<file path="src/verilog/gts_pkg.sv">
// Purpose: constants for the general timer set
// Assumes: 40 MHz system clock, 32-bit Avalon-MM register window
// Notes:   register byte offsets, control fields, reset values
`default_nettype none
package gts_pkg;
  // register byte offsets
  localparam logic [5:0] OFF_T1_CTRL  = 6'h00;
  localparam logic [5:0] OFF_T1_CNT   = 6'h04;
  localparam logic [5:0] OFF_T1_PER   = 6'h08;
  localparam logic [5:0] OFF_CTRL_L_A = 6'h0c;
  localparam logic [5:0] OFF_CTRL_U_A = 6'h10;
  localparam logic [5:0] OFF_CNT_L_A  = 6'h14;
  localparam logic [5:0] OFF_CNT_U_A  = 6'h18;
  localparam logic [5:0] OFF_PER_L_A  = 6'h1c;
  localparam logic [5:0] OFF_PER_U_A  = 6'h20;
  localparam logic [5:0] OFF_CTRL_L_B = 6'h24;
  localparam logic [5:0] OFF_CTRL_U_B = 6'h28;
  localparam logic [5:0] OFF_CNT_L_B  = 6'h2c;
  localparam logic [5:0] OFF_CNT_U_B  = 6'h30;
  localparam logic [5:0] OFF_PER_L_B  = 6'h34;
  localparam logic [5:0] OFF_PER_U_B  = 6'h38;
  localparam logic [5:0] OFF_FLAGS    = 6'h3c;
  // control field positions
  localparam int BIT_RUN  = 15;
  localparam int BIT_HALT = 13;
  localparam int BIT_GATE = 6;
  localparam int BIT_PS_H = 5;
  localparam int BIT_PS_L = 4;
  localparam int BIT_JOIN = 3;
  localparam int BIT_SYNC = 2;
  localparam int BIT_CSRC = 1;
  // writable bits per control register kind
  localparam logic [15:0] MASK_T1    = 16'ha076;
  localparam logic [15:0] MASK_LOWER = 16'ha07a;
  localparam logic [15:0] MASK_UPPER = 16'ha072;
  localparam logic [15:0] CTRL_RST   = 16'h0000;
  localparam logic [15:0] PER_RST    = 16'hffff;
  // prescale terminal counts (ratio minus one)
  localparam logic [7:0] PS_DIV1   = 8'h00;
  localparam logic [7:0] PS_DIV8   = 8'h07;
  localparam logic [7:0] PS_DIV64  = 8'h3f;
  localparam logic [7:0] PS_DIV256 = 8'hff;
  // flags register bit positions
  localparam int FLG_T1 = 0;
  localparam int FLG_LA = 1;
  localparam int FLG_UA = 2;
  localparam int FLG_LB = 3;
  localparam int FLG_UB = 4;
endpackage
`default_nettype wire

</file>
<file path="src/verilog/gts_timer_set.sv">
// Purpose: standalone 16-bit timer plus two joinable 16/32-bit timer pairs
// Assumes: sys_clk_i is the instruction clock; pins pass a two-flop stage
// Notes:   one Avalon-MM slave, one wait state on reads and writes
//
// Overview of operation
// RL1: standalone timer: internal, sync or async external; no async path, external clock always synchronised
// RL2: standalone flag on count matching period
// RL3: gated mode also flags on gate fall
// RL4: bit 15 starts or stops, resets zero
// RL5: bit 13 halts timer in idle
// RL6: bit 6 gates only with internal clock
// RL7: bits 5:4 prescale 1, 8, 64, 256
// RL8: bit 2 syncs external clock, standalone only; bit 2 is unused, external edges always synchronised
// RL9: bit 1 picks external rising edge
// RL10: control write while running clears prescaler
// RL11: pair timers run alone, no async mode
// RL12: lower bit 3 joins pair to 32 bits
// RL13: joined pair uses lower controls, upper flag
// RL14: joined pair counts synchronised external clock only
// RL15: upper count is high word when joined
// RL16: upper period is high word when joined
// RL17: adc trigger from pair a only
// RL18: software sets join first, run last
// RL19: tick increments; match clears and flags
// RL20: gated mode counts while gate high
`default_nettype none
module gts_timer_set
  import gts_pkg::*;
(
  // clock and reset
  input  wire logic        sys_clk_i,
  input  wire logic        rst_n_i,
  // avalon-mm slave
  input  wire logic [5:0]  avs_address_i,
  input  wire logic        avs_read_i,
  input  wire logic        avs_write_i,
  input  wire logic [31:0] avs_writedata_i,
  input  wire logic [3:0]  avs_byteenable_i,
  output logic [31:0]      avs_readdata_o,
  output logic             avs_waitrequest_o,
  // device state
  input  wire logic        idle_i,
  // external clock and gate pins
  input  wire logic        standalone_ext_clock_pin_i,
  input  wire logic [3:0]  pair_ext_clock_pin_i,
  input  wire logic        standalone_gate_i,
  input  wire logic [3:0]  pair_gate_i,
  // events
  output logic [4:0]       irq_flag_pulse_o,
  output logic             adc_trigger_o
);
  // index 0 standalone, 1 lower a, 2 upper a, 3 lower b, 4 upper b
  logic [15:0] ctrl_reg [5];
  logic [15:0] cnt_reg  [5];
  logic [15:0] per_reg  [5];
  logic [4:0]  flag_reg;
  logic [7:0]  ps_reg   [5];
  logic [4:0]  clk_s1_reg, clk_s2_reg, clk_s3_reg;
  logic [4:0]  gate_s1_reg, gate_s2_reg, gate_s3_reg;
  logic        ack_reg;
  logic [4:0]  ctrl_wr, cnt_wr, per_wr;
  logic [4:0]  inc, match, tick;
  logic [4:0]  flag_set, gate_fall;
  logic [4:0]  clk_rise, gate_lvl;
  logic [1:0]  pair_joined;
  logic [7:0]  ps_term  [5];
  logic [15:0] wdata;
  logic        wr_now, rd_now;

  assign wdata  = avs_writedata_i[15:0];
  assign wr_now = avs_write_i && ack_reg && (&avs_byteenable_i[1:0]);
  assign rd_now = avs_read_i && !ack_reg;

  // two-flop synchronisers, third stage for edge detection
  always_ff @(posedge sys_clk_i) begin
    if (!rst_n_i) begin
      clk_s1_reg  <= 5'h00;
      clk_s2_reg  <= 5'h00;
      clk_s3_reg  <= 5'h00;
      gate_s1_reg <= 5'h00;
      gate_s2_reg <= 5'h00;
      gate_s3_reg <= 5'h00;
    end else begin
      clk_s1_reg  <= {pair_ext_clock_pin_i, standalone_ext_clock_pin_i};
      clk_s2_reg  <= clk_s1_reg;
      clk_s3_reg  <= clk_s2_reg;
      gate_s1_reg <= {pair_gate_i, standalone_gate_i};
      gate_s2_reg <= gate_s1_reg;
      gate_s3_reg <= gate_s2_reg;
    end
  end

  // RL12: pair join bits
  assign pair_joined[0] = ctrl_reg[1][BIT_JOIN];
  assign pair_joined[1] = ctrl_reg[3][BIT_JOIN];

  // bus write decode
  always_comb begin
    ctrl_wr = 5'h00;
    cnt_wr  = 5'h00;
    per_wr  = 5'h00;
    if (wr_now) begin
      case (avs_address_i)
        OFF_T1_CTRL:  ctrl_wr[0] = 1'b1;
        OFF_T1_CNT:   cnt_wr[0]  = 1'b1;
        OFF_T1_PER:   per_wr[0]  = 1'b1;
        OFF_CTRL_L_A: ctrl_wr[1] = 1'b1;
        OFF_CTRL_U_A: ctrl_wr[2] = 1'b1;
        OFF_CNT_L_A:  cnt_wr[1]  = 1'b1;
        OFF_CNT_U_A:  cnt_wr[2]  = 1'b1;
        OFF_PER_L_A:  per_wr[1]  = 1'b1;
        OFF_PER_U_A:  per_wr[2]  = 1'b1;
        OFF_CTRL_L_B: ctrl_wr[3] = 1'b1;
        OFF_CTRL_U_B: ctrl_wr[4] = 1'b1;
        OFF_CNT_L_B:  cnt_wr[3]  = 1'b1;
        OFF_CNT_U_B:  cnt_wr[4]  = 1'b1;
        OFF_PER_L_B:  per_wr[3]  = 1'b1;
        OFF_PER_U_B:  per_wr[4]  = 1'b1;
        default: ;
      endcase
    end
  end

  // per-timer tick generation
  always_comb begin
    logic [15:0] c;
    logic        csrc, run;
    c        = 16'h0000;
    csrc     = 1'b0;
    run      = 1'b0;
    tick     = 5'h00;
    clk_rise = 5'h00;
    gate_lvl = 5'h00;
    for (int i = 0; i < 5; i++) begin
      // RL13: upper timer of a joined pair borrows lower controls
      c = ctrl_reg[i];
      if ((i == 2 && pair_joined[0]) || (i == 4 && pair_joined[1])) begin
        c = ctrl_reg[i-1];
      end
      csrc = c[BIT_CSRC];
      // RL4: run control, RL5: halt in idle
      run = c[BIT_RUN] && !(c[BIT_HALT] && idle_i);
      // RL8: bit 2 is not decoded, the standalone timer also counts synchronised edges;
      // RL11 RL14: pair timers always use synchronised edges
      clk_rise[i] = clk_s2_reg[i] && !clk_s3_reg[i];
      gate_lvl[i] = gate_s2_reg[i];
      // RL1: internal or external count
      if (run) begin
        // RL9: clock source select
        if (csrc) begin
          tick[i] = clk_rise[i];
        // RL6 RL20: gated accumulation with internal clock
        end else if (c[BIT_GATE]) begin
          tick[i] = gate_lvl[i];
        end else begin
          tick[i] = 1'b1;
        end
      end
    end
  end

  // RL3: gate falling edge with gating enabled and internal clock
  always_comb begin
    for (int i = 0; i < 5; i++) begin
      gate_fall[i] = ctrl_reg[i][BIT_RUN] && ctrl_reg[i][BIT_GATE]
                     && !ctrl_reg[i][BIT_CSRC]
                     && gate_s3_reg[i] && !gate_s2_reg[i];
    end
    // a joined upper timer has no gate of its own
    if (pair_joined[0]) gate_fall[2] = 1'b0;
    if (pair_joined[1]) gate_fall[4] = 1'b0;
  end

  // RL7: prescale ratio and increment strobes
  always_comb begin
    logic [1:0] sel;
    sel = 2'b00;
    for (int i = 0; i < 5; i++) begin
      sel = ctrl_reg[i][BIT_PS_H:BIT_PS_L];
      if ((i == 2 && pair_joined[0]) || (i == 4 && pair_joined[1])) begin
        sel = ctrl_reg[i-1][BIT_PS_H:BIT_PS_L];
      end
      case (sel)
        2'b00:   ps_term[i] = PS_DIV1;
        2'b01:   ps_term[i] = PS_DIV8;
        2'b10:   ps_term[i] = PS_DIV64;
        default: ps_term[i] = PS_DIV256;
      endcase
      inc[i] = tick[i] && (ps_reg[i] == ps_term[i]);
    end
  end

  // prescaler counters
  always_ff @(posedge sys_clk_i) begin
    if (!rst_n_i) begin
      for (int i = 0; i < 5; i++) ps_reg[i] <= 8'h00;
    end else begin
      for (int i = 0; i < 5; i++) begin
        // RL10: control write while running clears prescaler
        if (ctrl_wr[i] && ctrl_reg[i][BIT_RUN]) begin
          ps_reg[i] <= 8'h00;
        end else if (tick[i]) begin
          ps_reg[i] <= (ps_reg[i] >= ps_term[i]) ? 8'h00 : ps_reg[i] + 8'h01;
        end
      end
    end
  end

  // period match, 16-bit or 32-bit per pair
  always_comb begin
    for (int i = 0; i < 5; i++) match[i] = (cnt_reg[i] == per_reg[i]);
    // RL15 RL16: joined pair compares the full 32-bit word
    if (pair_joined[0]) begin
      match[1] = match[1] && match[2];
      match[2] = match[1];
    end
    if (pair_joined[1]) begin
      match[3] = match[3] && match[4];
      match[4] = match[3];
    end
  end

  // RL19: count registers
  always_ff @(posedge sys_clk_i) begin
    if (!rst_n_i) begin
      for (int i = 0; i < 5; i++) cnt_reg[i] <= 16'h0000;
    end else begin
      for (int i = 0; i < 5; i++) begin
        if (cnt_wr[i]) begin
          cnt_reg[i] <= wdata;
        end else if ((i == 2 && pair_joined[0]) || (i == 4 && pair_joined[1])) begin
          // RL15: high word advances on low word carry
          if (inc[i-1]) begin
            if (match[i-1]) cnt_reg[i] <= 16'h0000;
            else if (cnt_reg[i-1] == 16'hffff) cnt_reg[i] <= cnt_reg[i] + 16'h0001;
          end
        end else if (inc[i]) begin
          cnt_reg[i] <= match[i] ? 16'h0000 : cnt_reg[i] + 16'h0001;
        end
      end
    end
  end

  // flag events
  always_comb begin
    for (int i = 0; i < 5; i++) flag_set[i] = (inc[i] && match[i]) || gate_fall[i];
    // RL13: joined match reported on upper flag only
    if (pair_joined[0]) begin
      flag_set[2] = (inc[1] && match[1]) || gate_fall[1];
      flag_set[1] = 1'b0;
    end
    if (pair_joined[1]) begin
      flag_set[4] = (inc[3] && match[3]) || gate_fall[3];
      flag_set[3] = 1'b0;
    end
  end

  // RL2: sticky flags, write one clears, set wins
  always_ff @(posedge sys_clk_i) begin
    if (!rst_n_i) begin
      flag_reg <= 5'h00;
    end else if (wr_now && avs_address_i == OFF_FLAGS) begin
      flag_reg <= (flag_reg & ~avs_writedata_i[4:0]) | flag_set;
    end else begin
      flag_reg <= flag_reg | flag_set;
    end
  end

  always_ff @(posedge sys_clk_i) begin
    if (!rst_n_i) begin
      irq_flag_pulse_o <= 5'h00;
      adc_trigger_o    <= 1'b0;
    end else begin
      irq_flag_pulse_o <= flag_set;
      // RL17: adc trigger from pair a upper event
      adc_trigger_o    <= flag_set[FLG_UA];
    end
  end

  // control and period registers
  always_ff @(posedge sys_clk_i) begin
    if (!rst_n_i) begin
      for (int i = 0; i < 5; i++) begin
        ctrl_reg[i] <= CTRL_RST;
        per_reg[i]  <= PER_RST;
      end
    end else begin
      for (int i = 0; i < 5; i++) begin
        // RL4 RL12: writable control fields
        if (ctrl_wr[i]) begin
          ctrl_reg[i] <= wdata & ((i == 0) ? MASK_T1 :
                                  (i == 1 || i == 3) ? MASK_LOWER : MASK_UPPER);
        end
        if (per_wr[i]) per_reg[i] <= wdata;
      end
    end
  end

  // avalon slave: one wait state, unmapped reads return zero
  always_ff @(posedge sys_clk_i) begin
    if (!rst_n_i) begin
      ack_reg        <= 1'b0;
      avs_readdata_o <= 32'h0000_0000;
    end else begin
      ack_reg <= (avs_read_i || avs_write_i) && !ack_reg;
      if (rd_now) begin
        case (avs_address_i)
          OFF_T1_CTRL:  avs_readdata_o <= {16'h0000, ctrl_reg[0]};
          OFF_T1_CNT:   avs_readdata_o <= {16'h0000, cnt_reg[0]};
          OFF_T1_PER:   avs_readdata_o <= {16'h0000, per_reg[0]};
          OFF_CTRL_L_A: avs_readdata_o <= {16'h0000, ctrl_reg[1]};
          OFF_CTRL_U_A: avs_readdata_o <= {16'h0000, ctrl_reg[2]};
          OFF_CNT_L_A:  avs_readdata_o <= {16'h0000, cnt_reg[1]};
          OFF_CNT_U_A:  avs_readdata_o <= {16'h0000, cnt_reg[2]};
          OFF_PER_L_A:  avs_readdata_o <= {16'h0000, per_reg[1]};
          OFF_PER_U_A:  avs_readdata_o <= {16'h0000, per_reg[2]};
          OFF_CTRL_L_B: avs_readdata_o <= {16'h0000, ctrl_reg[3]};
          OFF_CTRL_U_B: avs_readdata_o <= {16'h0000, ctrl_reg[4]};
          OFF_CNT_L_B:  avs_readdata_o <= {16'h0000, cnt_reg[3]};
          OFF_CNT_U_B:  avs_readdata_o <= {16'h0000, cnt_reg[4]};
          OFF_PER_L_B:  avs_readdata_o <= {16'h0000, per_reg[3]};
          OFF_PER_U_B:  avs_readdata_o <= {16'h0000, per_reg[4]};
          OFF_FLAGS:    avs_readdata_o <= {27'h0000000, flag_reg};
          default:      avs_readdata_o <= 32'h0000_0000;
        endcase
      end
    end
  end

  assign avs_waitrequest_o = (avs_read_i || avs_write_i) && !ack_reg;
endmodule
`default_nettype wire

</file>
<file path="config.mk">
export PLATFORM = sky130hd
export DESIGN_NAME = gts_timer_set
export DESIGN_NICKNAME = d
export VERILOG_FILES = /design/src/verilog/gts_pkg.sv /design/src/verilog/gts_timer_set.sv
export SDC_FILE = /design/constraint.sdc
export NUM_CORES = 1
export LEC_CHECK = 0
export ABC_CLOCK_PERIOD_IN_PS = 5200
export BUFFER_PORTS_ARGS = -buffer_cell sky130_fd_sc_hd__buf_4
export CORE_ASPECT_RATIO = 0.8
export CORE_MARGIN = 2
export CORE_UTILIZATION = 55
export DETAILED_ROUTE_END_ITERATION = 6
export GPL_TIMING_DRIVEN = 0
export PLACE_DENSITY = 0.73
export SYNTH_ARGS = -nofsm -noshare
export SYNTH_HDL_FRONTEND = slang
export SYNTH_SLANG_ARGS = --single-unit
</file>
<file path="constraint.sdc">
create_clock -name sys_clk_i -period 5.2 [get_ports sys_clk_i]
set_clock_uncertainty 0.2 [all_clocks]
set_input_delay 0.78 -clock sys_clk_i [delete_from_list [all_inputs] [get_ports sys_clk_i]]
set_output_delay 0.78 -clock sys_clk_i [all_outputs]
set_load 0.05 [all_outputs]
</file>
==> out/qor.csv, run 1 <==
metric;value;unit
outcome;finished, violations left;
violated checks;max-capacitance violations, max-slew violations;
cell family with most CP delay;buffers and inverters;
#FFs+latches synth;290;
CP bufs+invs;4;
PortBufs;59;
largest cells by area after synthesis;edfxtp_1 (43%), dfxtp_1 (7.0%), xor2_1 (6.5%);
routed vias/inst;6.64;
TritonCTS clock tree;done;
post-CTS sizing;0;
Layout Nets;1732;
startpoint types;flop;
num ports;96;
Cell Area, Placed;17200;sq um
Initial DRT Pass Iterations;6;
Top FF cell, synth;edfxtp_1;
crit path max fanout;10;
DP Cell Count;1969;
vias in the first global route;12700;
setup TNS;0;ns
CP Capture Type;flop;
clock root buffer master;clkbuf_16;
Hold Vio Cnt, Final;0;
Hold Crit Class;input pin to flop;
dominant cell by count in the synthesized netlist;edfxtp_1;
row cnt;56;
Clk pin slew, worst setup/hold paths;0.06;ns
Int Pwr;4.06;mW
cell taking the most area after synthesis;edfxtp_1;
endpoints failing setup;0;
Critical Path AT;4.78;ns
fin cells;2027;
R2R Setup Slk;0.55;ns
Sw Ratio;25.4;%
Sink Count;290;
EDFF count, synth;233;
Synth Warn #;0;
crit path time final;4.65;ns
CTS Buffer Depth;3;
max_cap viols;2;
multi-input logic area;7590;sq um
Post-CTS Setup Bufs;0;
die height;158;microns
post-route cell area;18300;sq um
DR WL/cell;28.1;microns
grt ovf;0;
clock share of power;42.6;%
relative slew slack;-2.07;%
Worst Hold Slack;0.208;ns
combinational share of power;8.5;%
critical-path cell list;clkbuf_1, mux2_2, or2_2, inv_1, ha_1, nand4_1, nor4b_1, nor4b_2, a2111oi_4, buf_2, buf_2, nor2_1;
Seq/Total Area, Yosys;50.2;%
Antenna Nets Post-Route;0;
residual DRC count;0;
Crit Reg-Reg Endpoint;cnt_reg[3][12];
register share of total power;48.8;%
Synth cell types;82;
Via Count;13500;
Setup WS pre-CTS;0.673;ns
Die ar.;30900;sq um
GPL Wtd Cong;1.02;
Reg area;8140;sq um
H-tree Lvls;1;
Min-Delay Endpoint;gate_s1_reg[4];
worst reg2reg path startpoint;ctrl_reg[0][10];
top cells by count, synth;edfxtp_1 (233), nand2_1 (153), xor2_1 (120);
Post-Syn Instances;1518;
die outline width;196;microns
Lkg Pwr;6.42;nW
total wire length;57000;microns
Clk Latency, worst-skew pair;0.58;ns
Initial Util;55.6;%
Core Area;29100;sq um
hold buffers post-CTS;0;
first-pass GRT wire length;82100;microns
net switching power;1.38;mW
Yosys top cell area share;43.2;%
critical path's slowest cell;a2111oi_4;
worst hold stages;2;
total power;5.44;mW
Area Growth Syn to Fin;12.6;%
GRT Util Overall;36.7;%
WS Path Type;flop to flop;
crit-path most repeated cell;buf_2;
Fillers;2383;
synthesized cell area;16200;sq um
share of post-route cells with drive strength above 1;11.9;%
final worst-path setup slack;0.547;ns
Post-DP HPWL;43300;microns
RSZ-0062 raised after global routing;false;
First DRT Iteration DRCs;1966;
power per cell area;298;nW/um^2
Worst EP required;5.33;ns
TritonCTS buffer count;31;
Tcrit/Tclk final;89.5;%
antenna violations before repair;0;
Final Core Density;62.6;%
max-slew violations;8;
largest net degree at the start of global routing;17;
Mean Syn Cell Area;10.7;sq um
Reg2Reg Depth;12;
maximum vdd ir drop;0.279;mV
worst stage delay on the critical path;1.00;ns
Least-Margin Pin Slew;1.52;ns
hold_sp;pair_gate_i[3];
Async SR Flop Fraction;0;%
Peak Freq;215;MHz
[cells in the final DEF (no fill, tap or decap), types with 39 or more instances in the layout]
cell type and n:
nand4_1 39, dfxtp_1 57, clkbuf_1 49, xnor2_1 62
edfxtp_1 233, buf_4 77, xor2_1 120, nor2_1 103
nand2_1 153, nand3_1 83, and2_1 41, a21oi_1 62
ha_1 50, a22oi_1 53
[metal layers]
layer | share of wire, % | global-route usage, % | up-vias
li1 | - | - | 5864
met4 | 3.1 | 10.2 | 0
met5 | 0 | 0 | -
met2 | 41 | 53.3 | 908
met1 | 42 | 53.2 | 6548
met3 | 14 | 11.0 | 136
[cell families (layout without fill, tap and decap cells)]
group | count (synthesis) | in the layout | share of synthesized area (%)
AND/OR/NAND/NOR | 576 | 576 | 18.3
flip-flops | 290 | 290 | 50.2
other | 1 | 17 | 0.0231
multiplexers | 26 | 26 | 1.93
adder cells (fa/ha/maj) | 50 | 50 | 3.86
AO/OA/AOI/OAI | 272 | 272 | 12.5
XOR/XNOR | 182 | 182 | 9.83
buffers and inverters | 121 | 237 | 3.36
[final cells by class]
cell class / instances / share of cell area [%]
sequential: 290 / 44.6
multi-input combinational: 1122 / 41.6
clock buffer: 44 / 5.45
tap: 377 / 2.58
timing repair buffer: 59 / 2.43
buffer: 87 / 2.28
inverter: 34 / 0.699
clock inverter: 13 / 0.418
antenna: 1 / 0.0137
[worst max path at each step]
stage / start / end / slack (ns) / cells past startpoint
CTS: ctrl_reg[0][10] / cnt_reg[3][12] / 0.66 / 12
floorplan: ctrl_reg[0][10] / cnt_reg[4][10] / 1.70 / 11
global route: ctrl_reg[0][10] / cnt_reg[3][12] / 0.45 / 12
finish: ctrl_reg[0][10] / cnt_reg[3][12] / 0.55 / 12
global placement: ctrl_reg[0][10] / cnt_reg[3][10] / 0.69 / 12
detailed placement: ctrl_reg[0][10] / cnt_reg[3][12] / 0.67 / 12
[power groups by stage]
stage | Clock, mW | Combinational, mW | Sequential [mW]
after floorplan | 0 | 0.291 | 2.67
after global placement | 0 | 0.438 | 2.70
after detailed placement | 0 | 0.447 | 2.70
after CTS | 2.31 | 0.451 | 2.65
after global routing | 2.39 | 0.493 | 2.66
final | 2.32 | 0.463 | 2.66
[worst register-to-register path, delay by kind of cell, from the launching register on]
kind | cells | cell delay [ns]
compound gates | 1 | 1.00
simple gates | 5 | 0.83
fa+ha+maj | 1 | 0.24
buf+inv | 4 | 1.27
mux | 1 | 0.42
flops | 1 | 0.46
(Power assumes the default switching activity.)
==> inputs of run 2 (changes only) <==
- ABC_AREA: unset -> 1
==> run 2 against run 1 <==
The run now ends clean. Power rose by 1.8%. Design area rose by 5.6%. First-iteration DRC count rose by 14%. Sequential share of layout area fell by 2.4 points. Count of clock-buffer cells in the layout fell by 3. Flip-flop and latch count did not move. Worst hold slack got worse by 0.040 ns. Sequential power barely moved. Register-to-register slack improved by 0.16 ns. Critical path type unchanged.
==> out/qor.csv, run 2 <==
metric;value;unit
outcome;complete, no violations;
relative slew slack;28.6;%
Lkg Pwr;8.29;nW
register share of total power;47.8;%
grt ovf;0;
top cells by count, synth;nand2_1 (520), inv_1 (274), edfxtp_1 (233);
Critical Path AT;4.52;ns
Synth cell types;54;
dominant cell by count in the synthesized netlist;nand2_1;
hold buffers post-CTS;0;
worst reg2reg path startpoint;ctrl_reg[0][26];
Antenna Diode Count;0;
Int Pwr;4.10;mW
setup TNS;0;ns
max-slew violations;0;
TritonCTS buffer count;31;
Top FF cell, synth;edfxtp_1;
Area Growth Syn to Fin;12.8;%
Die ar.;32500;sq um
Async SR Flop Fraction;0;%
Least-Margin Pin Slew;1.06;ns
Crit Reg-Reg Endpoint;cnt_reg[4][15];
Hold Vio Cnt, Final;0;
Mean Syn Cell Area;8.29;sq um
R2R Setup Slk;0.70;ns
power per cell area;287;nW/um^2
Via Count;15600;
Worst Hold Slack;0.168;ns
final worst-path setup slack;0.703;ns
GPL Wtd Cong;1.05;
maximum vdd ir drop;0.268;mV
crit path max fanout;16;
startpoint types;flop;
first-pass GRT wire length;91000;microns
share of post-route cells with drive strength above 1;10.8;%
Yosys top cell area share;40.9;%
Synth Warn #;0;
DR WL/cell;23.7;microns
row cnt;57;
Initial DRT Pass Iterations;6;
post-CTS sizing;0;
Cell Area, Placed;18200;sq um
Final Core Density;63.3;%
residual DRC count;0;
Hold Crit Class;input pin to flop;
WS Path Type;flop to flop;
Initial Util;56.2;%
synthesized cell area;17100;sq um
commonest non-fill, non-tap cell in the layout;nand2_1;
Core Area;30500;sq um
Antenna Nets Post-Route;0;
RSZ-0062 raised after global routing;false;
TritonCTS clock tree;done;
Reg2Reg Depth;15;
commonest non-fill, non-tap cells in the layout;nand2_1 (520), inv_1 (274), edfxtp_1 (233), nor2_1 (211), nand3_1 (104);
PortBufs;61;
antenna violations before repair;0;
vias in the first global route;14400;
clock share of power;43.4;%
Worst EP required;5.22;ns
num ports;96;
GRT Util Overall;38.0;%
total power;5.54;mW
die height;162;microns
net switching power;1.43;mW
endpoints failing setup;0;
#FFs+latches synth;290;
CP Capture Type;flop;
Post-CTS Setup Bufs;0;
Post-DP HPWL;48300;microns
Post-Syn Instances;2064;
combinational share of power;8.8;%
Tcrit/Tclk final;86.5;%
post-route cell area;19300;sq um
EDFF count, synth;233;
Setup WS pre-CTS;0.779;ns
crit path to;cnt_reg[4][15];
Peak Freq;222;MHz
die outline width;201;microns
crit path time final;4.50;ns
Clk Latency, worst-skew pair;0.60;ns
Sink Count;290;
total wire length;61900;microns
fin cells;2613;
Sw Ratio;25.9;%
Clk pin slew, worst setup/hold paths;0.06;ns
cell taking the most area after synthesis;edfxtp_1;
DP Cell Count;2555;
max_cap viols;0;
clock root buffer master;clkbuf_16;
Seq/Total Area, Yosys;47.6;%
First DRT Iteration DRCs;2240;
Layout Nets;2282;
largest net degree at the start of global routing;17;
Setup crit start;ctrl_reg[0][26];
routed vias/inst;5.97;
largest cells by area after synthesis;edfxtp_1 (41%), nand2_1 (11%), dfxtp_1 (6.7%);
H-tree Lvls;1;
CTS Buffer Depth;3;
## run 2: cell type report
cell class                      instances  area [sq um]
Tap cell                              413           517
Clock inverter                         17           161
Buffer                                 67           404
Multi-Input combinational cell       1430          7530
Inverter                              292          1100
Sequential cell                       290          8140
Timing Repair Buffer                   63           488
Clock buffer                           41           948
Fill cell                            2668         11200
## run 2: how the worst min path moves through the flow
stage,startpoint,end,slack [ns],depth (start not counted)
floorplan,clk_s1_reg[0],clk_s2_reg[0],0.19,2
global placement,clk_s1_reg[4],clk_s2_reg[4],0.20,2
detailed placement,gate_s1_reg[4],gate_lvl[4],0.20,2
CTS,standalone_ext_clock_pin_i,clk_s1_reg[0],0.16,3
global route,standalone_ext_clock_pin_i,clk_s1_reg[0],0.17,3
finish,standalone_ext_clock_pin_i,clk_s1_reg[0],0.17,3
## run 2: critical path, stage by stage (launching register included)
cell and delay [ns]:
edfxtp_1 0.38, buf_2 0.21, o21ai_0 0.58, inv_1 0.13, nor2_1 0.24, inv_1 0.08, ha_1 0.29, nand2_1 0.05
nor2_1 0.08, nand4_1 0.18, nor3_1 0.42, nand2_1 0.25, nand3_4 0.21, buf_4 0.20, nor2_1 0.05, nand2_1 0.56
## run 2: kinds of logic (layout without fill, tap and decap cells)
family | Yosys count | in the layout | share of synthesized area, %
AND/OR/NAND/NOR | 1003 | 1003 | 25.9
other | 1 | 16 | 0.0219
multiplexers | 1 | 1 | 0.0585
buffers and inverters | 359 | 480 | 8.77
AO/OA/AOI/OAI | 257 | 257 | 8.69
flip-flops | 290 | 290 | 47.6
adder cells (fa/ha/maj) | 50 | 50 | 3.66
XOR/XNOR | 103 | 103 | 5.28
## run 2: metal layers
metal	part of all wire (%)	global-route usage (%)
met1	41	56.2
met2	40	53.6
met3	16	12.0
met4	3.4	10.7
met5	0	0
## run 2: power by group through the flow
| stage | sequential [mW] | clock, mW | combinational [mW] |
|---|---|---|---|
| final | 2.65 | 2.40 | 0.487 |
| after floorplan | 2.67 | 0 | 0.290 |
| after global routing | 2.65 | 2.49 | 0.527 |
| after global placement | 2.69 | 0 | 0.453 |
| after detailed placement | 2.69 | 0 | 0.469 |
| after CTS | 2.64 | 2.40 | 0.471 |
